[config.mk]
export PLATFORM = sky130hd
export DESIGN_NAME = fdac_top
export DESIGN_NICKNAME = d
export VERILOG_FILES = /design/src/hw/fdac_pkg.sv /design/src/hw/fdac_chan.sv /design/src/hw/fdac_top.sv
export SDC_FILE = /design/constraint.sdc
export NUM_CORES = 1
export LEC_CHECK = 0
export ABC_AREA = 1
export BUFFER_PORTS_ARGS = -buffer_cell sky130_fd_sc_hd__buf_4
export CELL_PAD_IN_SITES_DETAIL_PLACEMENT = 0
export CELL_PAD_IN_SITES_GLOBAL_PLACEMENT = 2
export CORE_UTILIZATION = 36
export CTS_BUF_LIST = sky130_fd_sc_hd__clkbuf_4
export DETAILED_ROUTE_END_ITERATION = 16
export PLACE_DENSITY = 0.88
export SYNTH_ARGS = -nofsm -noshare
export SYNTH_HDL_FRONTEND = slang
export SYNTH_SLANG_ARGS = --single-unit
[constraint.sdc]
create_clock -name ref_clk -period 2.1 [get_ports ref_clk]
set_input_delay 0.105 -clock ref_clk [delete_from_list [all_inputs] [get_ports ref_clk]]
set_output_delay 0.105 -clock ref_clk [all_outputs]
set_load 0.02 [all_outputs]
[src/hw/fdac_pkg.sv]
package fdac_pkg;

  // conversion timing: longest conversion time, rounded down to whole clocks
  localparam int CONV_TIME_NS  = 10000;
  localparam int CLK_PERIOD_NS = 100;
  localparam int CONV_CYCLES   = (CONV_TIME_NS / CLK_PERIOD_NS < 1) ? 1 : CONV_TIME_NS / CLK_PERIOD_NS;

  // register map, byte addresses of aligned 32-bit words
  localparam int            ADDR_W     = 5;
  localparam logic [4:0]    OFS_DATA0  = 5'h00;
  localparam logic [4:0]    OFS_DATA1  = 5'h04;
  localparam logic [4:0]    OFS_DATA2  = 5'h08;
  localparam logic [4:0]    OFS_DATA3  = 5'h0c;
  localparam logic [4:0]    OFS_CTRL01 = 5'h10;
  localparam logic [4:0]    OFS_CTRL23 = 5'h14;
  localparam logic [4:0]    OFS_STOP   = 5'h18;
  localparam logic [4:0]    OFS_STATUS = 5'h1c;

  // pair control register fields
  localparam int            OE_HI_BIT  = 7;
  localparam int            OE_LO_BIT  = 6;
  localparam int            COUPLE_BIT = 5;
  localparam logic [7:0]    RSVD_BITS  = 8'h1f;
  localparam logic          CTRL_RESET = 1'b0;

  // data, module stop and status fields
  localparam logic [7:0]    DATA_RESET = 8'h00;
  localparam int            STOP_BIT   = 0;
  localparam logic          STOP_RESET = 1'b1;
  localparam int            BUSY_LSB   = 0;
  localparam int            VALID_LSB  = 4;

  // per-channel conversion state
  typedef enum logic [1:0]
  {
    CH_OFF  = 2'b00,
    CH_CONV = 2'b01,
    CH_SHOW = 2'b10
  } fdac_ch_e;

endpackage

[src/hw/fdac_chan.sv]
`timescale 1ns/1ps

module fdac_chan
#(
  parameter int CONV_CYCLES = fdac_pkg::CONV_CYCLES
)
(
  // clock and reset
  input  wire logic       ref_clk,
  input  wire logic       rst,
  // control from the register file, hold from chip standby
  input  wire logic       hold,
  input  wire logic       conv_en,
  input  wire logic       start,
  input  wire logic [7:0] code_in,
  // converter side
  output logic      [7:0] code_out,
  output logic            busy,
  output logic            valid
);

  localparam int CW = $clog2(CONV_CYCLES + 1);
  localparam logic [CW-1:0] LOAD = CW'(CONV_CYCLES - 1);

  fdac_pkg::fdac_ch_e  state_r;
  logic       [CW-1:0] cnt_r;
  logic          [7:0] code_r;
  logic          [7:0] pend_r;

  // conversion sequencer; frozen in standby so the output is held
  always_ff @(posedge ref_clk)
  begin
    if (rst)
    begin
      state_r <= fdac_pkg::CH_OFF;
      cnt_r   <= '0;
      pend_r  <= fdac_pkg::DATA_RESET;
    end
    else if (!hold)
    begin
      if (!conv_en)
        state_r <= fdac_pkg::CH_OFF;
      else if (start)
      begin
        state_r <= fdac_pkg::CH_CONV;
        cnt_r   <= LOAD;
        pend_r  <= code_in;
      end
      else
      begin
        unique case (state_r)
          fdac_pkg::CH_OFF:  state_r <= fdac_pkg::CH_OFF;
          fdac_pkg::CH_CONV:
          begin
            if (cnt_r == '0)
              state_r <= fdac_pkg::CH_SHOW;
            else
              cnt_r <= cnt_r - CW'(1);
          end
          fdac_pkg::CH_SHOW: state_r <= fdac_pkg::CH_SHOW;
          default:           state_r <= fdac_pkg::CH_OFF;
        endcase
      end
    end
  end

  // result and validity; old result stays up while a new one converts
  always_ff @(posedge ref_clk)
  begin
    if (rst)
    begin
      code_r <= fdac_pkg::DATA_RESET;
      valid  <= 1'b0;
    end
    else if (!hold)
    begin
      if (!conv_en)
        valid <= 1'b0;
      else if (!start && state_r == fdac_pkg::CH_CONV && cnt_r == '0)
      begin
        code_r <= pend_r;
        valid  <= 1'b1;
      end
    end
  end

  assign code_out = code_r;
  assign busy     = (state_r == fdac_pkg::CH_CONV);

endmodule

[src/hw/fdac_top.sv]
// Overview of operation
// - bit 7 upper control enables channel 3
// - bit 6 upper control enables channel 2
// - coupling clear: channels 2, 3 independent
// - coupling set: low enable converts both; the code also converts both when only the high enable is set
// - output drive follows own enable only
// - bits 4..0 read one, ignore writes
// - uncoupled ch3 enable leaves ch2 off
// - four independent conversion channels
// - enable set starts conversion, result after time
// - result held until rewrite or disable
// - data write while enabled restarts conversion
// - enable cleared disables analog output
// - full 8-bit code passed unaltered
// - module stop control, stopped at reset
// - registers other than module stop reachable only when not stopped
// - standby holds enabled channel output
// - four 8-bit read/write data registers
// - lower control mirrors upper for 0,1
`timescale 1ns/1ps

module fdac_top
#(
  parameter int CONV_CYCLES = fdac_pkg::CONV_CYCLES
)
(
  // clock and reset
  input  wire logic        ref_clk,
  input  wire logic        rst,
  // avalon-mm slave
  input  wire logic [4:0]  avs_address,
  input  wire logic        avs_read,
  input  wire logic        avs_write,
  input  wire logic [31:0] avs_writedata,
  input  wire logic [3:0]  avs_byteenable,
  output logic      [31:0] avs_readdata,
  output logic             avs_waitrequest,
  // chip power state
  input  wire logic        sw_standby,
  // converter outputs
  output logic      [7:0]  analog_out_ch0,
  output logic      [7:0]  analog_out_ch1,
  output logic      [7:0]  analog_out_ch2,
  output logic      [7:0]  analog_out_ch3,
  output logic             out_drive_ch0,
  output logic             out_drive_ch1,
  output logic             out_drive_ch2,
  output logic             out_drive_ch3,
  output logic             analog_active
);

  // pair conversion enables {hi, lo} from enables and coupling
  function automatic logic [1:0] pair_conv(input logic oe_hi, input logic oe_lo, input logic couple);
    logic [1:0] r;
    r = 2'b00;
    if (!couple)
      r = {oe_hi, oe_lo};
    else if (oe_lo || oe_hi)
      r = 2'b11;
    return r;
  endfunction

  // pair control read image, reserved bits forced high
  function automatic logic [7:0] ctrl_image(input logic oe_hi, input logic oe_lo, input logic couple);
    logic [7:0] r;
    r = fdac_pkg::RSVD_BITS;
    r[fdac_pkg::OE_HI_BIT]  = oe_hi;
    r[fdac_pkg::OE_LO_BIT]  = oe_lo;
    r[fdac_pkg::COUPLE_BIT] = couple;
    return r;
  endfunction

  // register state
  logic [7:0]  data_r [4];
  logic [3:0]  oe_r;
  logic        couple_lo_r;
  logic        couple_hi_r;
  logic        stop_r;

  // bus handshake state
  logic [31:0] readdata_r;
  logic        waitrequest_r;
  logic        commit;
  logic        wr_ok;
  logic        rd_ok;

  // conversion control
  logic [3:0]  conv_en;
  logic [3:0]  conv_en_q_r;
  logic [3:0]  wr_start_r;
  logic [3:0]  wr_start_nxt;
  logic [3:0]  start;
  logic [3:0]  busy_w;
  logic [3:0]  valid_w;
  logic [7:0]  code_w [4];

  // output stage
  logic [7:0]  out_r [4];
  logic [3:0]  drive_r;
  logic        active_r;

  // a request completes at the edge where waitrequest is seen low
  assign commit = (avs_read || avs_write) && !waitrequest_r;
  assign wr_ok  = commit && avs_write && avs_byteenable[0];
  assign rd_ok  = (avs_read || avs_write) && waitrequest_r;

  // one wait cycle per access, then a single answer cycle
  always_ff @(posedge ref_clk)
  begin
    if (rst)
      waitrequest_r <= 1'b1;
    else if (rd_ok)
      waitrequest_r <= 1'b0;
    else
      waitrequest_r <= 1'b1;
  end

  // read data captured during the wait cycle; stopped module reads zero except the stop register
  always_ff @(posedge ref_clk)
  begin
    if (rst)
      readdata_r <= 32'h0000_0000;
    else if (rd_ok)
    begin
      readdata_r <= 32'h0000_0000;
      if (avs_read)
      begin
        if (avs_address == fdac_pkg::OFS_STOP)
          readdata_r[fdac_pkg::STOP_BIT] <= stop_r;
        else if (!stop_r)
        begin
          unique case (avs_address)
            fdac_pkg::OFS_DATA0:  readdata_r[7:0] <= data_r[0];
            fdac_pkg::OFS_DATA1:  readdata_r[7:0] <= data_r[1];
            fdac_pkg::OFS_DATA2:  readdata_r[7:0] <= data_r[2];
            fdac_pkg::OFS_DATA3:  readdata_r[7:0] <= data_r[3];
            fdac_pkg::OFS_CTRL01: readdata_r[7:0] <= ctrl_image(oe_r[1], oe_r[0], couple_lo_r);
            fdac_pkg::OFS_CTRL23: readdata_r[7:0] <= ctrl_image(oe_r[3], oe_r[2], couple_hi_r);
            fdac_pkg::OFS_STATUS:
            begin
              readdata_r[fdac_pkg::BUSY_LSB +: 4]  <= busy_w;
              readdata_r[fdac_pkg::VALID_LSB +: 4] <= valid_w;
            end
            default:              readdata_r      <= 32'h0000_0000;
          endcase
        end
      end
    end
  end

  // module stop control, reachable at any time
  always_ff @(posedge ref_clk)
  begin
    if (rst)
      stop_r <= fdac_pkg::STOP_RESET;
    else if (wr_ok && avs_address == fdac_pkg::OFS_STOP)
      stop_r <= avs_writedata[fdac_pkg::STOP_BIT];
  end

  // data registers, only written while the module runs
  always_ff @(posedge ref_clk)
  begin
    if (rst)
    begin
      for (int i = 0; i < 4; i++)
        data_r[i] <= fdac_pkg::DATA_RESET;
    end
    else if (wr_ok && !stop_r)
    begin
      for (int i = 0; i < 4; i++)
        if (avs_address == fdac_pkg::OFS_DATA0 + 5'(4 * i))
          data_r[i] <= avs_writedata[7:0];
    end
  end

  // pair control registers; reserved bits are never stored
  always_ff @(posedge ref_clk)
  begin
    if (rst)
    begin
      oe_r        <= {4{fdac_pkg::CTRL_RESET}};
      couple_lo_r <= fdac_pkg::CTRL_RESET;
      couple_hi_r <= fdac_pkg::CTRL_RESET;
    end
    else if (wr_ok && !stop_r)
    begin
      if (avs_address == fdac_pkg::OFS_CTRL01)
      begin
        oe_r[1]     <= avs_writedata[fdac_pkg::OE_HI_BIT];
        oe_r[0]     <= avs_writedata[fdac_pkg::OE_LO_BIT];
        couple_lo_r <= avs_writedata[fdac_pkg::COUPLE_BIT];
      end
      if (avs_address == fdac_pkg::OFS_CTRL23)
      begin
        oe_r[3]     <= avs_writedata[fdac_pkg::OE_HI_BIT];
        oe_r[2]     <= avs_writedata[fdac_pkg::OE_LO_BIT];
        couple_hi_r <= avs_writedata[fdac_pkg::COUPLE_BIT];
      end
    end
  end

  // effective conversion enables; a stopped module converts nothing
  always_comb
  begin
    conv_en = {pair_conv(oe_r[3], oe_r[2], couple_hi_r), pair_conv(oe_r[1], oe_r[0], couple_lo_r)};
    if (stop_r)
      conv_en = 4'h0;
  end

  // data rewrites on an enabled channel request a fresh conversion
  always_comb
  begin
    wr_start_nxt = 4'h0;
    for (int i = 0; i < 4; i++)
      if (wr_ok && !stop_r && conv_en[i] && avs_address == fdac_pkg::OFS_DATA0 + 5'(4 * i))
        wr_start_nxt[i] = 1'b1;
  end

  // start pulses held over standby so none is lost
  always_ff @(posedge ref_clk)
  begin
    if (rst)
    begin
      wr_start_r  <= 4'h0;
      conv_en_q_r <= 4'h0;
    end
    else if (!sw_standby)
    begin
      wr_start_r  <= wr_start_nxt;
      conv_en_q_r <= conv_en;
    end
    else
      wr_start_r <= wr_start_r | wr_start_nxt;
  end

  // a rising enable or a rewrite both start the channel
  assign start = (conv_en & ~conv_en_q_r) | wr_start_r;

  // four converters, each with its own sequencer
  for (genvar g = 0; g < 4; g++)
  begin : g_ch
    fdac_chan
    #(
      .CONV_CYCLES (CONV_CYCLES)
    )
    u_chan
    (
      .ref_clk  (ref_clk),
      .rst      (rst),
      .hold     (sw_standby),
      .conv_en  (conv_en[g]),
      .start    (start[g]),
      .code_in  (data_r[g]),
      .code_out (code_w[g]),
      .busy     (busy_w[g]),
      .valid    (valid_w[g])
    );
  end

  // output stage; drive follows the channel's own enable only
  always_ff @(posedge ref_clk)
  begin
    if (rst)
    begin
      for (int i = 0; i < 4; i++)
        out_r[i] <= fdac_pkg::DATA_RESET;
      drive_r <= 4'h0;
    end
    else if (!sw_standby)
    begin
      for (int i = 0; i < 4; i++)
      begin
        out_r[i]   <= code_w[i];
        drive_r[i] <= oe_r[i] && valid_w[i] && !stop_r;
      end
    end
  end

  // analog supply stays up while any channel converts or drives
  always_ff @(posedge ref_clk)
  begin
    if (rst)
      active_r <= 1'b0;
    else if (!sw_standby)
      active_r <= |conv_en;
  end

  // bus and converter ports
  assign avs_readdata    = readdata_r;
  assign avs_waitrequest = waitrequest_r;
  assign analog_out_ch0  = out_r[0];
  assign analog_out_ch1  = out_r[1];
  assign analog_out_ch2  = out_r[2];
  assign analog_out_ch3  = out_r[3];
  assign out_drive_ch0   = drive_r[0];
  assign out_drive_ch1   = drive_r[1];
  assign out_drive_ch2   = drive_r[2];
  assign out_drive_ch3   = drive_r[3];
  assign analog_active   = active_r;

endmodule

==> results of run 1 <==
## worst min-delay path by stage
stage / from / cells past startpoint / to
final: avs_write / 5 / avs_readdata[6]
after global routing: avs_write / 5 / avs_readdata[0]
after CTS: avs_write / 5 / avs_readdata[0]
after detailed placement: g_ch[1].u_chan.pend_r[7] / 2 / g_ch[1].u_chan.pend_r[7]
after global placement: g_ch[1].u_chan.pend_r[7] / 2 / g_ch[1].u_chan.pend_r[7]
after floorplan: sw_standby / 2 / conv_en_q_r[2]
## per-stage QoR
stage               hold WS (ns)  std cells  area, sq um  total power [uW]
CTS                       0.0948       1427         9930              6480
detailed placement         0.446       1380         9510              4480
global route              0.0956       1428         9930              6650
global placement           0.442       1380         9510              4470
floorplan                  0.300       1034         8790              4340
finish                     0.138       1428         9930              6400
## sequential cells by signal, indices dropped and copies added, names as in the netlist
register	cells
data_r	32
g_ch.u_chan.code_out	32
g_ch.u_chan.pend_r	32
out_r	32
g_ch.u_chan.cnt_r	28
avs_readdata	8
g_ch.u_chan.state_r	8
conv_en_q_r	4
drive_r	4
g_ch.u_chan.valid	4
oe_r	4
wr_start_r	4
analog_active	1
avs_waitrequest	1
couple_hi_r	1
couple_lo_r	1
stop_r	1
## layer usage
| layer | share of wire | wire length, um | vias up |
|---|---|---|---|
| li1 | - | - | 3464 |
| met1 | 0.48 | 9900 | 3125 |
| met2 | 0.47 | 9860 | 128 |
| met3 | 0.035 | 727 | 19 |
| met4 | 0.017 | 352 | 0 |
| met5 | 0 | 0 | - |
## power breakdown
group          internal (uW)  switching (uW)
Clock                    622            1360
Sequential              3980            27.4
Combinational            123             280
## kinds of logic after synthesis
family	Yosys count	share of synthesized area
compound gates	216	0.138
flops	197	0.527
xor+xnor	20	0.0201
simple gates	388	0.206
other cells	1	0.000431
fa+ha+maj	10	0.0144
buf+inv	179	0.0949
## area by class of cell
class,count,area [sq um]
Antenna cell,1,2.50
Fill cell,2445,13700
Sequential cell,197,4580
Clock inverter,15,144
Timing Repair Buffer,103,848
Multi-Input combinational cell,658,3380
Clock buffer,17,128
Inverter,118,447
Tap cell,319,399
## synthesized netlist by cell type, drive strengths merged, types with 3 or more instances
| library cell | count |
|---|---|
| inv | 115 |
| nor2 | 157 |
| clkbuf | 18 |
| xor2 | 20 |
| o22ai | 5 |
| buf | 43 |
| o41ai | 3 |
| dfxtp | 133 |
| nand4 | 18 |
| a21oi | 110 |
| o211ai | 3 |
| ha | 10 |
| o21ai | 93 |
| nand3 | 66 |
| clkinv | 3 |
| nand2 | 131 |
| nor3 | 10 |
| edfxtp | 64 |
## critical path, stage by stage, from the launching register on
cell and delay [ns]:
dfxtp_1 0.81, inv_1 0.13, buf_4 0.18, nand2_1 0.06
nand2_1 0.04, nand2_1 0.04, dlygate4sd3_1 0.54, a21oi_1 0.06
==> results.md, run 1 <==
Status:
- The flow ran to the end, and the final reports show no timing, DRC or antenna violations.

Global route:
- The initial antenna violation count is 1.
- The residual overflow from global routing is 0.
- In the global route stage, overall resource usage came out at 0.175.
- The met3 track utilization from global routing is 0.0314.
- The met1 track demand over resource in global routing is 0.235.
- The number of global-route vias before repair was 6151.
- The pin count of the biggest net entering global routing is 80.
- The met2 track utilization from global routing is 0.286.
- The global routing stage identified its most utilized layer as met2.
- The global-route wire length before repair is 32800 um.

Route:
- The pre-antenna-repair detailed-routing pass consisted of 4 iterations.
- For this block, the routed nets add up to 20800 um of wire.
- Dividing the detail-routed wire length by the instance count gives about 15 um.
- The detailed router finished its first iteration with between 300 and 400 violations.
- The final route contains 6736 vias.
- Dividing the detail-routed via count by the number of cells gives 4.72.
- The detail route stage leaves a number of antenna-violating nets equal to 0.
- For this run, design rule violations remaining after detail routing come to 0.

STA:
- The final clock skew is 0.0276 ns.
- The transition time at the pin with the least slew margin is 0.715 ns.
- The hold violation total from the final report is 0.
- The final total negative setup slack is 0 ns.
- Once routing completed, OpenROAD measured the worst setup slack at 0.129 ns.
- The upper clock frequency limit is 507 MHz.
- The final critical-path share of the clock period is 0.939.
- The max-slew headroom at the worst pin is 0.523.
- The final-report setup violation count is 0.
- The clock period minus worst slack is 1.97 ns.
- Setup repair after global routing left no endpoint under its margin.
- The total count of max-transition violations in the final report is 0.

Setup path:
- The required time at the worst-slack endpoint is 2.55 ns.
- The number of cells on the worst reg-to-reg path is 7.
- The capture point of the worst reg-to-reg path is avs_readdata[0].
- STA classifies the critical path startpoint as a flop.
- The top fanout value on the critical path is 10.
- The most critical setup path has its endpoint at avs_readdata[0].
- The category of the most critical setup path is reg2reg.
- The worst setup path is captured at a flop.
- STA puts the critical path data arrival time at 2.42 ns.
- The worst setup slack for register-to-register paths is 0.13 ns.
- The startpoint identified for the worst register-to-register timing path is stop_r.
- The origin of the worst setup path is stop_r.

Yosys:
- The sequential element share of the synthesized area is 0.527.
- The number of unique standard cell types used by synthesis is 45.
- The per-instance average area after synthesis is 8.61 sq um.
- The area share of the largest cell type after synthesis is 0.306.
- After synthesis the cells add up to 8700 sq um.
- Of all flip-flops after synthesis, the portion carrying an async set or reset was 0.
- The cell type with the highest aggregate area in the netlist is dfxtp_1.
- In the synthesized netlist the dominant register cell turns out to be dfxtp_1.
- Sorting the synthesized cells by area gives the leading types as dfxtp_1 (31%), edfxtp_1 (22%), nor2_1 (6.4%).
- The gate count of the mapped netlist is slightly above 1000.
- The Yosys step of the flow raised 0 warnings.
- Synthesis inferred 197 register bits.
- The count of flip-flops with a built-in enable after synthesis is 64.

Clock network:
- The maximum level of the CTS H-tree is 4.
- The clock passes through at most 2 buffers.
- The number of clock sinks is 197.
- The cell chosen for the clock root is clkbuf_4.
- After clock tree synthesis, the repair step resized 0 gates.
- In this run, post-CTS hold repair placed 15 buffers.
- The CTS tree is built.
- At the later pin of the worst-skew pair, clock insertion delay measures 0.57 ns.
- The setup fix buffers added after clock tree synthesis is 0.
- Clock tree synthesis inserted a total of 17 buffers.
- After clock tree synthesis, the clock-pin slew on the worst setup and hold paths is around 0.16 ns.

Cells and area:
- Leaving out fill and tap cells, the most frequent cells in the layout are nor2_1 (148), dfxtp_1 (133), nand2_1 (118), inv_1 (107), a21oi_1 (98).
- The growth of design area from synthesis to finish is 14.1%.
- After the last flow step, the layout net total stands at 1151.
- The most common cell after layout, fill and taps aside is nor2_1.
- The fraction of the core area covered by cells at the end of the flow is 0.421.
- Of the cells placed in the final design, the portion with a size suffix greater than 1 is 0.160.

Floorplan:
- Measured along the x axis, the die boundary spans 157 um.
- For this configuration, the core starts out at a cell density of 0.369.
- The number of cell rows is 56.
- The area of the core is 23600 sq um.
- The number of primary I/O pins is 116.
- The area of the die is 24800 sq um.
- In this run the vertical extent of the chip is 157 um.

Place:
- The routability-driven placement congestion ratio is 0.852.
- At the placement stage, the worst setup path has a slack of approximately 0.17 ns.
- The count of port buffers added during placement is 64.
- Detailed placement ended at an HPWL of 14400 um.

Power and ir drop:
- Summed over all cells, the static leakage comes to 0.00390 uW.
- The total power per unit cell area is 644 nW/um^2.
- IR analysis of the VDD net gives a maximum drop of approximately 380 uV.

Worst hold path:
- The worst min-delay path category is in2reg.

Run:
- The max capacitance violation total is 0.
Note: power is estimated with default switching activity, not from simulation.
==> inputs of run 2 (changes only) <==
Settings changed: CORE_UTILIZATION 36 to 35, CTS_BUF_LIST sky130_fd_sc_hd__clkbuf_4 to sky130_fd_sc_hd__clkbuf_16, GPL_TIMING_DRIVEN from default to 0, PLACE_DENSITY 0.88 to 0.79.
==> run 2 against run 1 <==
  * Count of clock-buffer cells in the layout stayed put
  * Critical path depth fell by 3
  * Global-route usage increased by 1.4 points
  * Clock skew down 0.019 ns
  * Clock power rose by 64%
  * The run now ends with setup timing left
  * Critical endpoint is now data_r[0][7]
  * Worst hold slack lost 0.076 ns
  * Non-clock buffer count rose by 22
  * Final area up 3.4%
  * Routed wire length rose by 12%
  * Maximum frequency fell by 14%
  * Highest routed layer unchanged
==> results.md, run 2 (synthesis gave the netlist of run 1 again) <==
STA:
- The final clock skew is 0.00873 ns (-0.0189 ns).
- The total count of max-transition violations in the final report is 0 (unchanged).
- The final-report setup violation count came to 16 (+16).
- The transition time at the pin with the least slew margin is 1.13 ns (+0.417 ns).
- The upper clock frequency limit is 437 MHz (-14%).
- The smallest setup slack after layout is -0.186 ns (-0.315 ns).
- Setup repair after global routing could not meet its margin everywhere.
- The max-slew headroom at the worst pin came to 0.237 (-0.285).
- The final total negative setup slack is -2.87 ns (-2.87 ns).
- The clock period minus worst slack came to 2.29 ns (+0.315 ns).
- The hold violation total from the final report came to 0 (unchanged).
- The final critical-path share of the clock period is 1.09 (+0.150).

Worst hold path:
- The worst min-delay path category is in2reg.
- The beginning of the worst hold path is rst.
- The cell depth of the worst hold path is 2 (-3).
- The end point of the most critical hold path is avs_readdata[0].

Global route:
- The global-route wire length before repair came to 36400 um (+11%).
- The pin count of the biggest net entering global routing was 27 (-66%).
- The residual overflow from global routing is 0 (unchanged).
- The total global-route track usage is 0.188 (+0.0135).
- The initial antenna violation count is 0 (-1).
- The number of global-route vias before repair was 6411 (+4.2%).

Place:
- The routability-driven placement congestion ratio is 0.902 (+5.8%).
- The half-perimeter wire length after placement came to 17300 um (+20%).
- The count of port buffers added during placement is 63 (-1.6%).

Setup path:
- Among all stages on the critical path, the largest delay is contributed by o21ai_0.
- The critical path startpoint category is a flop.
- The worst setup path is of the reg2reg kind.
- The top fanout value on the critical path is 10 (unchanged).
- The delay contributed by the slowest stage of the critical path is 0.96 ns (+0.15 ns).
- Traced cell by cell, the critical path runs through buf_4, inv_1, nand2_1, o21ai_0.
- In this run the critical register-to-register path is captured at data_r[0][7].
- The number of buffers and inverters on the critical path was 2 (-1).
- The logic depth of the worst register-to-register path was 4 (-3).
- STA classifies the critical path endpoint as a flop.
- The required time at the worst-slack endpoint came to 2.15 ns (-0.40 ns).
- The family with the most delay on the worst path is compound AO/OA/AOI/OAI gates.
- In this run the critical register-to-register path is launched from stop_r.
- The worst path arrival time is 2.33 ns (-0.09 ns).
- The worst setup slack for register-to-register paths is -0.19 ns (-0.31 ns).

Floorplan:
- The initial core utilization was 0.358 (-0.0107).
- The area of the core was 24300 sq um (+3.0%).
- The area of the die was 25500 sq um (+2.8%).
- The number of cell rows is 57 (+1.8%).
- The number of primary I/O pins is 116 (unchanged).
- The die boundary height is 160 um (+1.4%).
- The floorplan die width is 160 um (+1.4%).

Cells and area:
- The layout net count is 1173 (+1.9%).
- The library cells used most frequently in the layout, excluding fill and tap cells, are nor2_1 (148), dfxtp_1 (133), nand2_1 (117), inv_1 (108), a21oi_1 (98).
- The most common cell after layout, fill and taps aside is nor2_1.
- The share of post-route cells with drive strength above 1 came to 0.173 (+0.0137).
- The number of diodes added for antenna fixing is 0 (-1).
- From synthesis to final layout, the design area changed by 18.0%.
- The fraction of the core area covered by cells at the end of the flow is 0.422 (+0.00161).
- The number of fillers in the final layout is 2508 (+2.6%).

Power and ir drop:
- The leakage power figure came to 0.00409 uW (+4.8%).
- The total power per unit cell area came to 750 nW/um^2 (+17%).
- The total power came to 7710 uW (+20%).
- The peak ir drop on the vdd network is 438 uV (+16%).

Route:
- The number of nets with antenna violations after detailed routing came to 0 (unchanged).
- The first-pass iteration count of the detailed router is 5 (+1).
- The detail-routed via count per cell is 4.72 (+0.11%).
- The total number of vias was 6866 (+1.9%).
- The number of DRC violations after detailed routing is 0 (unchanged).
- The total wire length after detailed routing is 23400 um (+12%).
- The first-iteration detailed-routing DRC count was 437 (+17%).
- The detailed-route wire length per cell is 16.1 um (+10%).

Clock network:
- CTS placed an instance of clkbuf_16 at the clock tree root.
- The number of clock sinks is 197 (unchanged).
- The buffer depth of the longest clock path is 2 (unchanged).
- The setup fix buffers added after clock tree synthesis is 0 (unchanged).
- The TritonCTS buffer count is 17 (unchanged).
- The count of hold buffers inserted by post-cts repair came to 0 (-15).
- The clock latency on the worst-skew pair came to 0.43 ns (-0.14 ns).
- TritonCTS built the clock tree.
- The clock-pin transition on the worst setup and hold timing paths is 0.07 ns (-0.09 ns).
- The maximum level of the CTS H-tree is 4 (unchanged).

Run:
- The max capacitance violation total is 0 (unchanged).

Status:
- The final reports fail on setup timing.
- The run finished, with violations left.
run 2: cell count changes in the layout (fill, tap and decap cells not counted), sizes merged:
cell,before,now
buf,88,107
bufinv,1,2
clkbuf,17,35
clkinv,10,9
clkinvlp,1,0
diode,1,0
dlygate4sd3,15,0
inv,121,122
run 2: metal layers:
layer / GRT usage / wire [um]
met5: 0 / 0
met4: 0.0450 / 292
met3: 0.0288 / 908
met2: 0.309 / 11000
met1: 0.259 / 11200
run 2: worst reg2reg max path, delay by kind of cell, from the launching register on:
family                 cells  cell delay (ns)
and+or+nand+nor            1             0.26
buffers and inverters      2             0.38
AOI/OAI and AO/OA          1             0.96
DFF                        1             0.30
run 2: power breakdown:
group	leakage [uW]	switching, uW	internal [uW]
Sequential	0.00176	27.7	3980
Combinational	0.00204	307	128
Clock	0.000291	1500	1770
run 2: worst max-delay path by stage:
stage                               from            to  depth (start not counted)
after floorplan                      rst   out_r[0][0]                          4
after global placement               rst   out_r[3][0]                          4
after detailed placement  avs_address[1]  data_r[2][1]                          6
after CTS                         stop_r  data_r[2][3]                          4
after global routing              stop_r  data_r[0][5]                          4
final                             stop_r  data_r[0][7]                          4
run 2: cell type report:
type / count / area [sq um] / share of cell area
plain buffers: 61 / 379 / 0.0369
flip-flops and latches: 197 / 4580 / 0.446
clock inverters: 15 / 153 / 0.0149
clock buffers: 17 / 425 / 0.0414
inverters: 118 / 447 / 0.0435
multi-input cells: 658 / 3380 / 0.329
repair buffers: 64 / 493 / 0.0480
well taps: 324 / 405 / 0.0395
run 2: what timing repair did:
item                                    in CTS  in global routing
endpoints found under the setup margin      32                 24
resized for setup                            1                  1
hold endpoints to repair                     0                  0
gates cloned                                 0                  0
run 2: metrics by stage:
stage / hold slack [ns] / cells / setup WS [ns] / area [sq um]
final: 0.0613 / 1454 / -0.186 / 10300
after global routing: 0.0877 / 1454 / -0.301 / 10300
after CTS: 0.0604 / 1454 / -0.200 / 10300
after detailed placement: 0.448 / 1422 / -0.251 / 9690
after global placement: 0.443 / 1421 / -0.798 / 9670
after floorplan: 0.300 / 1034 / 0.363 / 8790
==> inputs of run 3 (changes only) <==
Settings changed: CORE_ASPECT_RATIO from default to 0.75.
==> run 3 against run 2 <==
  * Critical path type unchanged
  * Worst setup slack improved by 0.28 ns
  * Sequential share of layout area up 0.16 points
  * Combinational power hardly changed
  * The run now ends clean
  * Total power decreased by 2.4%
  * Final area down 0.37%
  * Die area is essentially flat
==> results.md, run 3 (synthesis gave the netlist of run 1 again) <==
Status:
- The flow ran to the end, and the final reports show no timing, DRC or antenna violations.

Floorplan:
- The number of primary I/O pins was 116 (unchanged).
- The die boundary height is 139 um (-13%).
- The floorplan die width is 184 um (+15%).
- The number of cell rows is 49 (-14%).
- The area of the die was 25500 sq um (about the same).
- The area of the core is 24200 sq um (-0.42%).
- The initial core utilization is 0.359 (+0.00152).

Route:
- The first-iteration detailed-routing DRC count is 525 (+20%).
- The detail-routed via count per cell is 4.67 (-1.1%).
- The total wire length after detailed routing is 23600 um (+0.77%).
- The number of nets with antenna violations after detailed routing is 0 (unchanged).
- The number of DRC violations after detailed routing is 0 (unchanged).
- The total number of vias is 6826 (-0.58%).
- The first-pass iteration count of the detailed router came to 4 (-1).
- The detailed-route wire length per cell was 16.2 um (+0.29%).

Global route:
- The initial antenna violation count is 0 (unchanged).
- The pin count of the biggest net entering global routing is 28 (+3.7%).
- The global-route wire length before repair is 36900 um (+1.3%).
- The residual overflow from global routing is 0 (unchanged).
- The number of global-route vias before repair is 6333 (-1.2%).
- The total global-route track usage is 0.193 (+0.00501).

Clock network:
- The cell chosen for the clock root is clkbuf_16.
- The TritonCTS buffer count is 17 (unchanged).
- TritonCTS built the clock tree.
- The clock latency on the worst-skew pair is 0.45 ns (+0.02 ns).
- The number of clock sinks is 197 (unchanged).
- The setup fix buffers added after clock tree synthesis was 0 (unchanged).
- The count of hold buffers inserted by post-cts repair was 0 (unchanged).
- The buffer depth of the longest clock path is 2 (unchanged).
- The maximum level of the CTS H-tree is 4 (unchanged).
- The clock-pin transition on the worst setup and hold timing paths is 0.08 ns (about the same).
- The post-cts sizing count is 4 (+3).

Place:
- The half-perimeter wire length after placement is 17500 um (+1.2%).
- The routability-driven placement congestion ratio came to 0.823 (-8.8%).
- The number of instances in the placed design is 1429 (+0.49%).
- The count of port buffers added during placement was 63 (unchanged).
- The worst setup slack before clock tree synthesis is -0.238 ns (+0.0122 ns).

STA:
- Setup repair after global routing left no endpoint under its margin.
- The clock period minus worst slack is 2.01 ns (-0.281 ns).
- The final-report setup violation count is 0 (-16).
- The final clock skew is 0.0138 ns (+0.00506 ns).
- The max-slew headroom at the worst pin is 0.410 (+0.173).
- The transition time at the pin with the least slew margin is 0.885 ns (-0.247 ns).
- The total count of max-transition violations in the final report is 0 (unchanged).
- The smallest setup slack after layout is 0.0950 ns (+0.281 ns).
- The hold violation total from the final report was 0 (unchanged).
- The upper clock frequency limit came to 499 MHz (+14%).
- The final critical-path share of the clock period was 0.955 (-0.134).

Cells and area:
- The number of fillers in the final layout was 2452 (-2.2%).
- The footprint of the flip-flops and latches is 4580 sq um (unchanged).
- The total area of multi-input combinational cells is 3380 sq um (about the same).
- The number of cells in the finished layout apart from fillers is 1461 (+0.48%).
- The layout net count is 1173 (unchanged).
- Leaving out fill and tap cells, the most frequent cells in the layout are nor2_1 (147), dfxtp_1 (133), nand2_1 (117), inv_1 (109), a21oi_1 (98).
- The number of diodes added for antenna fixing is 0 (unchanged).
- The area growth from synthesis to layout is 17.6%.
- The most common cell after layout, fill and taps aside is nor2_1.
- The share of post-route cells with drive strength above 1 came to 0.174 (+0.000885).

Setup path:
- The number of buffers and inverters on the critical path is 2 (unchanged).
- The top fanout value on the critical path is 10 (unchanged).
- The category of the most critical setup path is reg2reg.
- The required time at the worst-slack endpoint was 2.17 ns (+0.02 ns).
- The delay contributed by the slowest stage of the critical path is 0.68 ns (-0.28 ns).
- The origin of the worst setup path is stop_r.
- The category of the worst setup path capture point is a flop.
- The worst path arrival time is 2.08 ns (-0.25 ns).
- The critical path startpoint category is a flop.
- The slowest stage of the critical path belongs to the cell o21ai_1.
- The critical path goes through buf_4, inv_1, nand2_1, o21ai_1.
- Among cell families on the critical path, the largest total delay comes from compound AO/OA/AOI/OAI gates.
- In this run the critical register-to-register path is launched from stop_r.

Worst hold path:
- The startpoint identified for the worst hold timing path is rst.
- In this run the worst hold path is classified as in2reg.

Run:
- The max capacitance violation total is 0 (unchanged).

Power and ir drop:
- The total power per unit cell area was 735 nW/um^2 (-2.0%).
- The leakage power figure is 0.00407 uW (-0.51%).
- The peak ir drop on the vdd network is 539 uV (+23%).
## run 3: cell count changes in the layout (fill, tap and decap cells not counted), sizes merged
cell,change
bufinv,-2
clkinvlp,+1
clkinv,-1
inv,+2
## run 3: metrics by stage
stage	hold slack [ns]	TNS, ns	instance area [sq um]	power [uW]	util
after floorplan	0.300	0	8790	4340	-
after global placement	0.443	-36.40	9680	4520	0.400
after detailed placement	0.448	-5.77	9700	4520	0.401
after CTS	0.0273	0	10200	7600	0.422
after global routing	0.0445	0	10200	7790	0.422
final	0.0538	0	10200	7520	0.422
## run 3: worst paths after layout
check	to	slack [ns]	cells after the start
hold reg to reg	g_ch[1].u_chan.code_out[7]	0.46	2
setup reg to reg	data_r[3][0]	0.09	4
hold / removal	avs_readdata[0]	0.05	2
setup / recovery	data_r[3][0]	0.09	4
## run 3: worst reg2reg max path, cell delays in order, from the launching register on
cell and delay (ns):
dfxtp_1 0.30, buf_4 0.19, inv_1 0.18, nand2_1 0.29
o21ai_1 0.68
## run 3: power breakdown
| group | switching [uW] | leakage [uW] | internal [uW] |
|---|---|---|---|
| sequential | 28.7 | 0.00176 | 3980 |
| clock | 1560 | 0.000271 | 1530 |
| combinational | 304 | 0.00204 | 128 |
## run 3: cell type report
cell class,count,area share
multi-input combinational,658,0.331
buffer,61,0.0371
timing repair buffer,64,0.0482
sequential,197,0.448
clock buffer,17,0.0416
clock inverter,15,0.0102
inverter,118,0.0437
tap,331,0.0405
## run 3: metal layers
layer  part of all wire  up-vias  GRT usage
li1                   -     3512          -
met1               0.52     3189      0.286
met2               0.44      109      0.285
met3              0.036       16     0.0439
met4             0.0088        0     0.0430
met5                  0        -          0
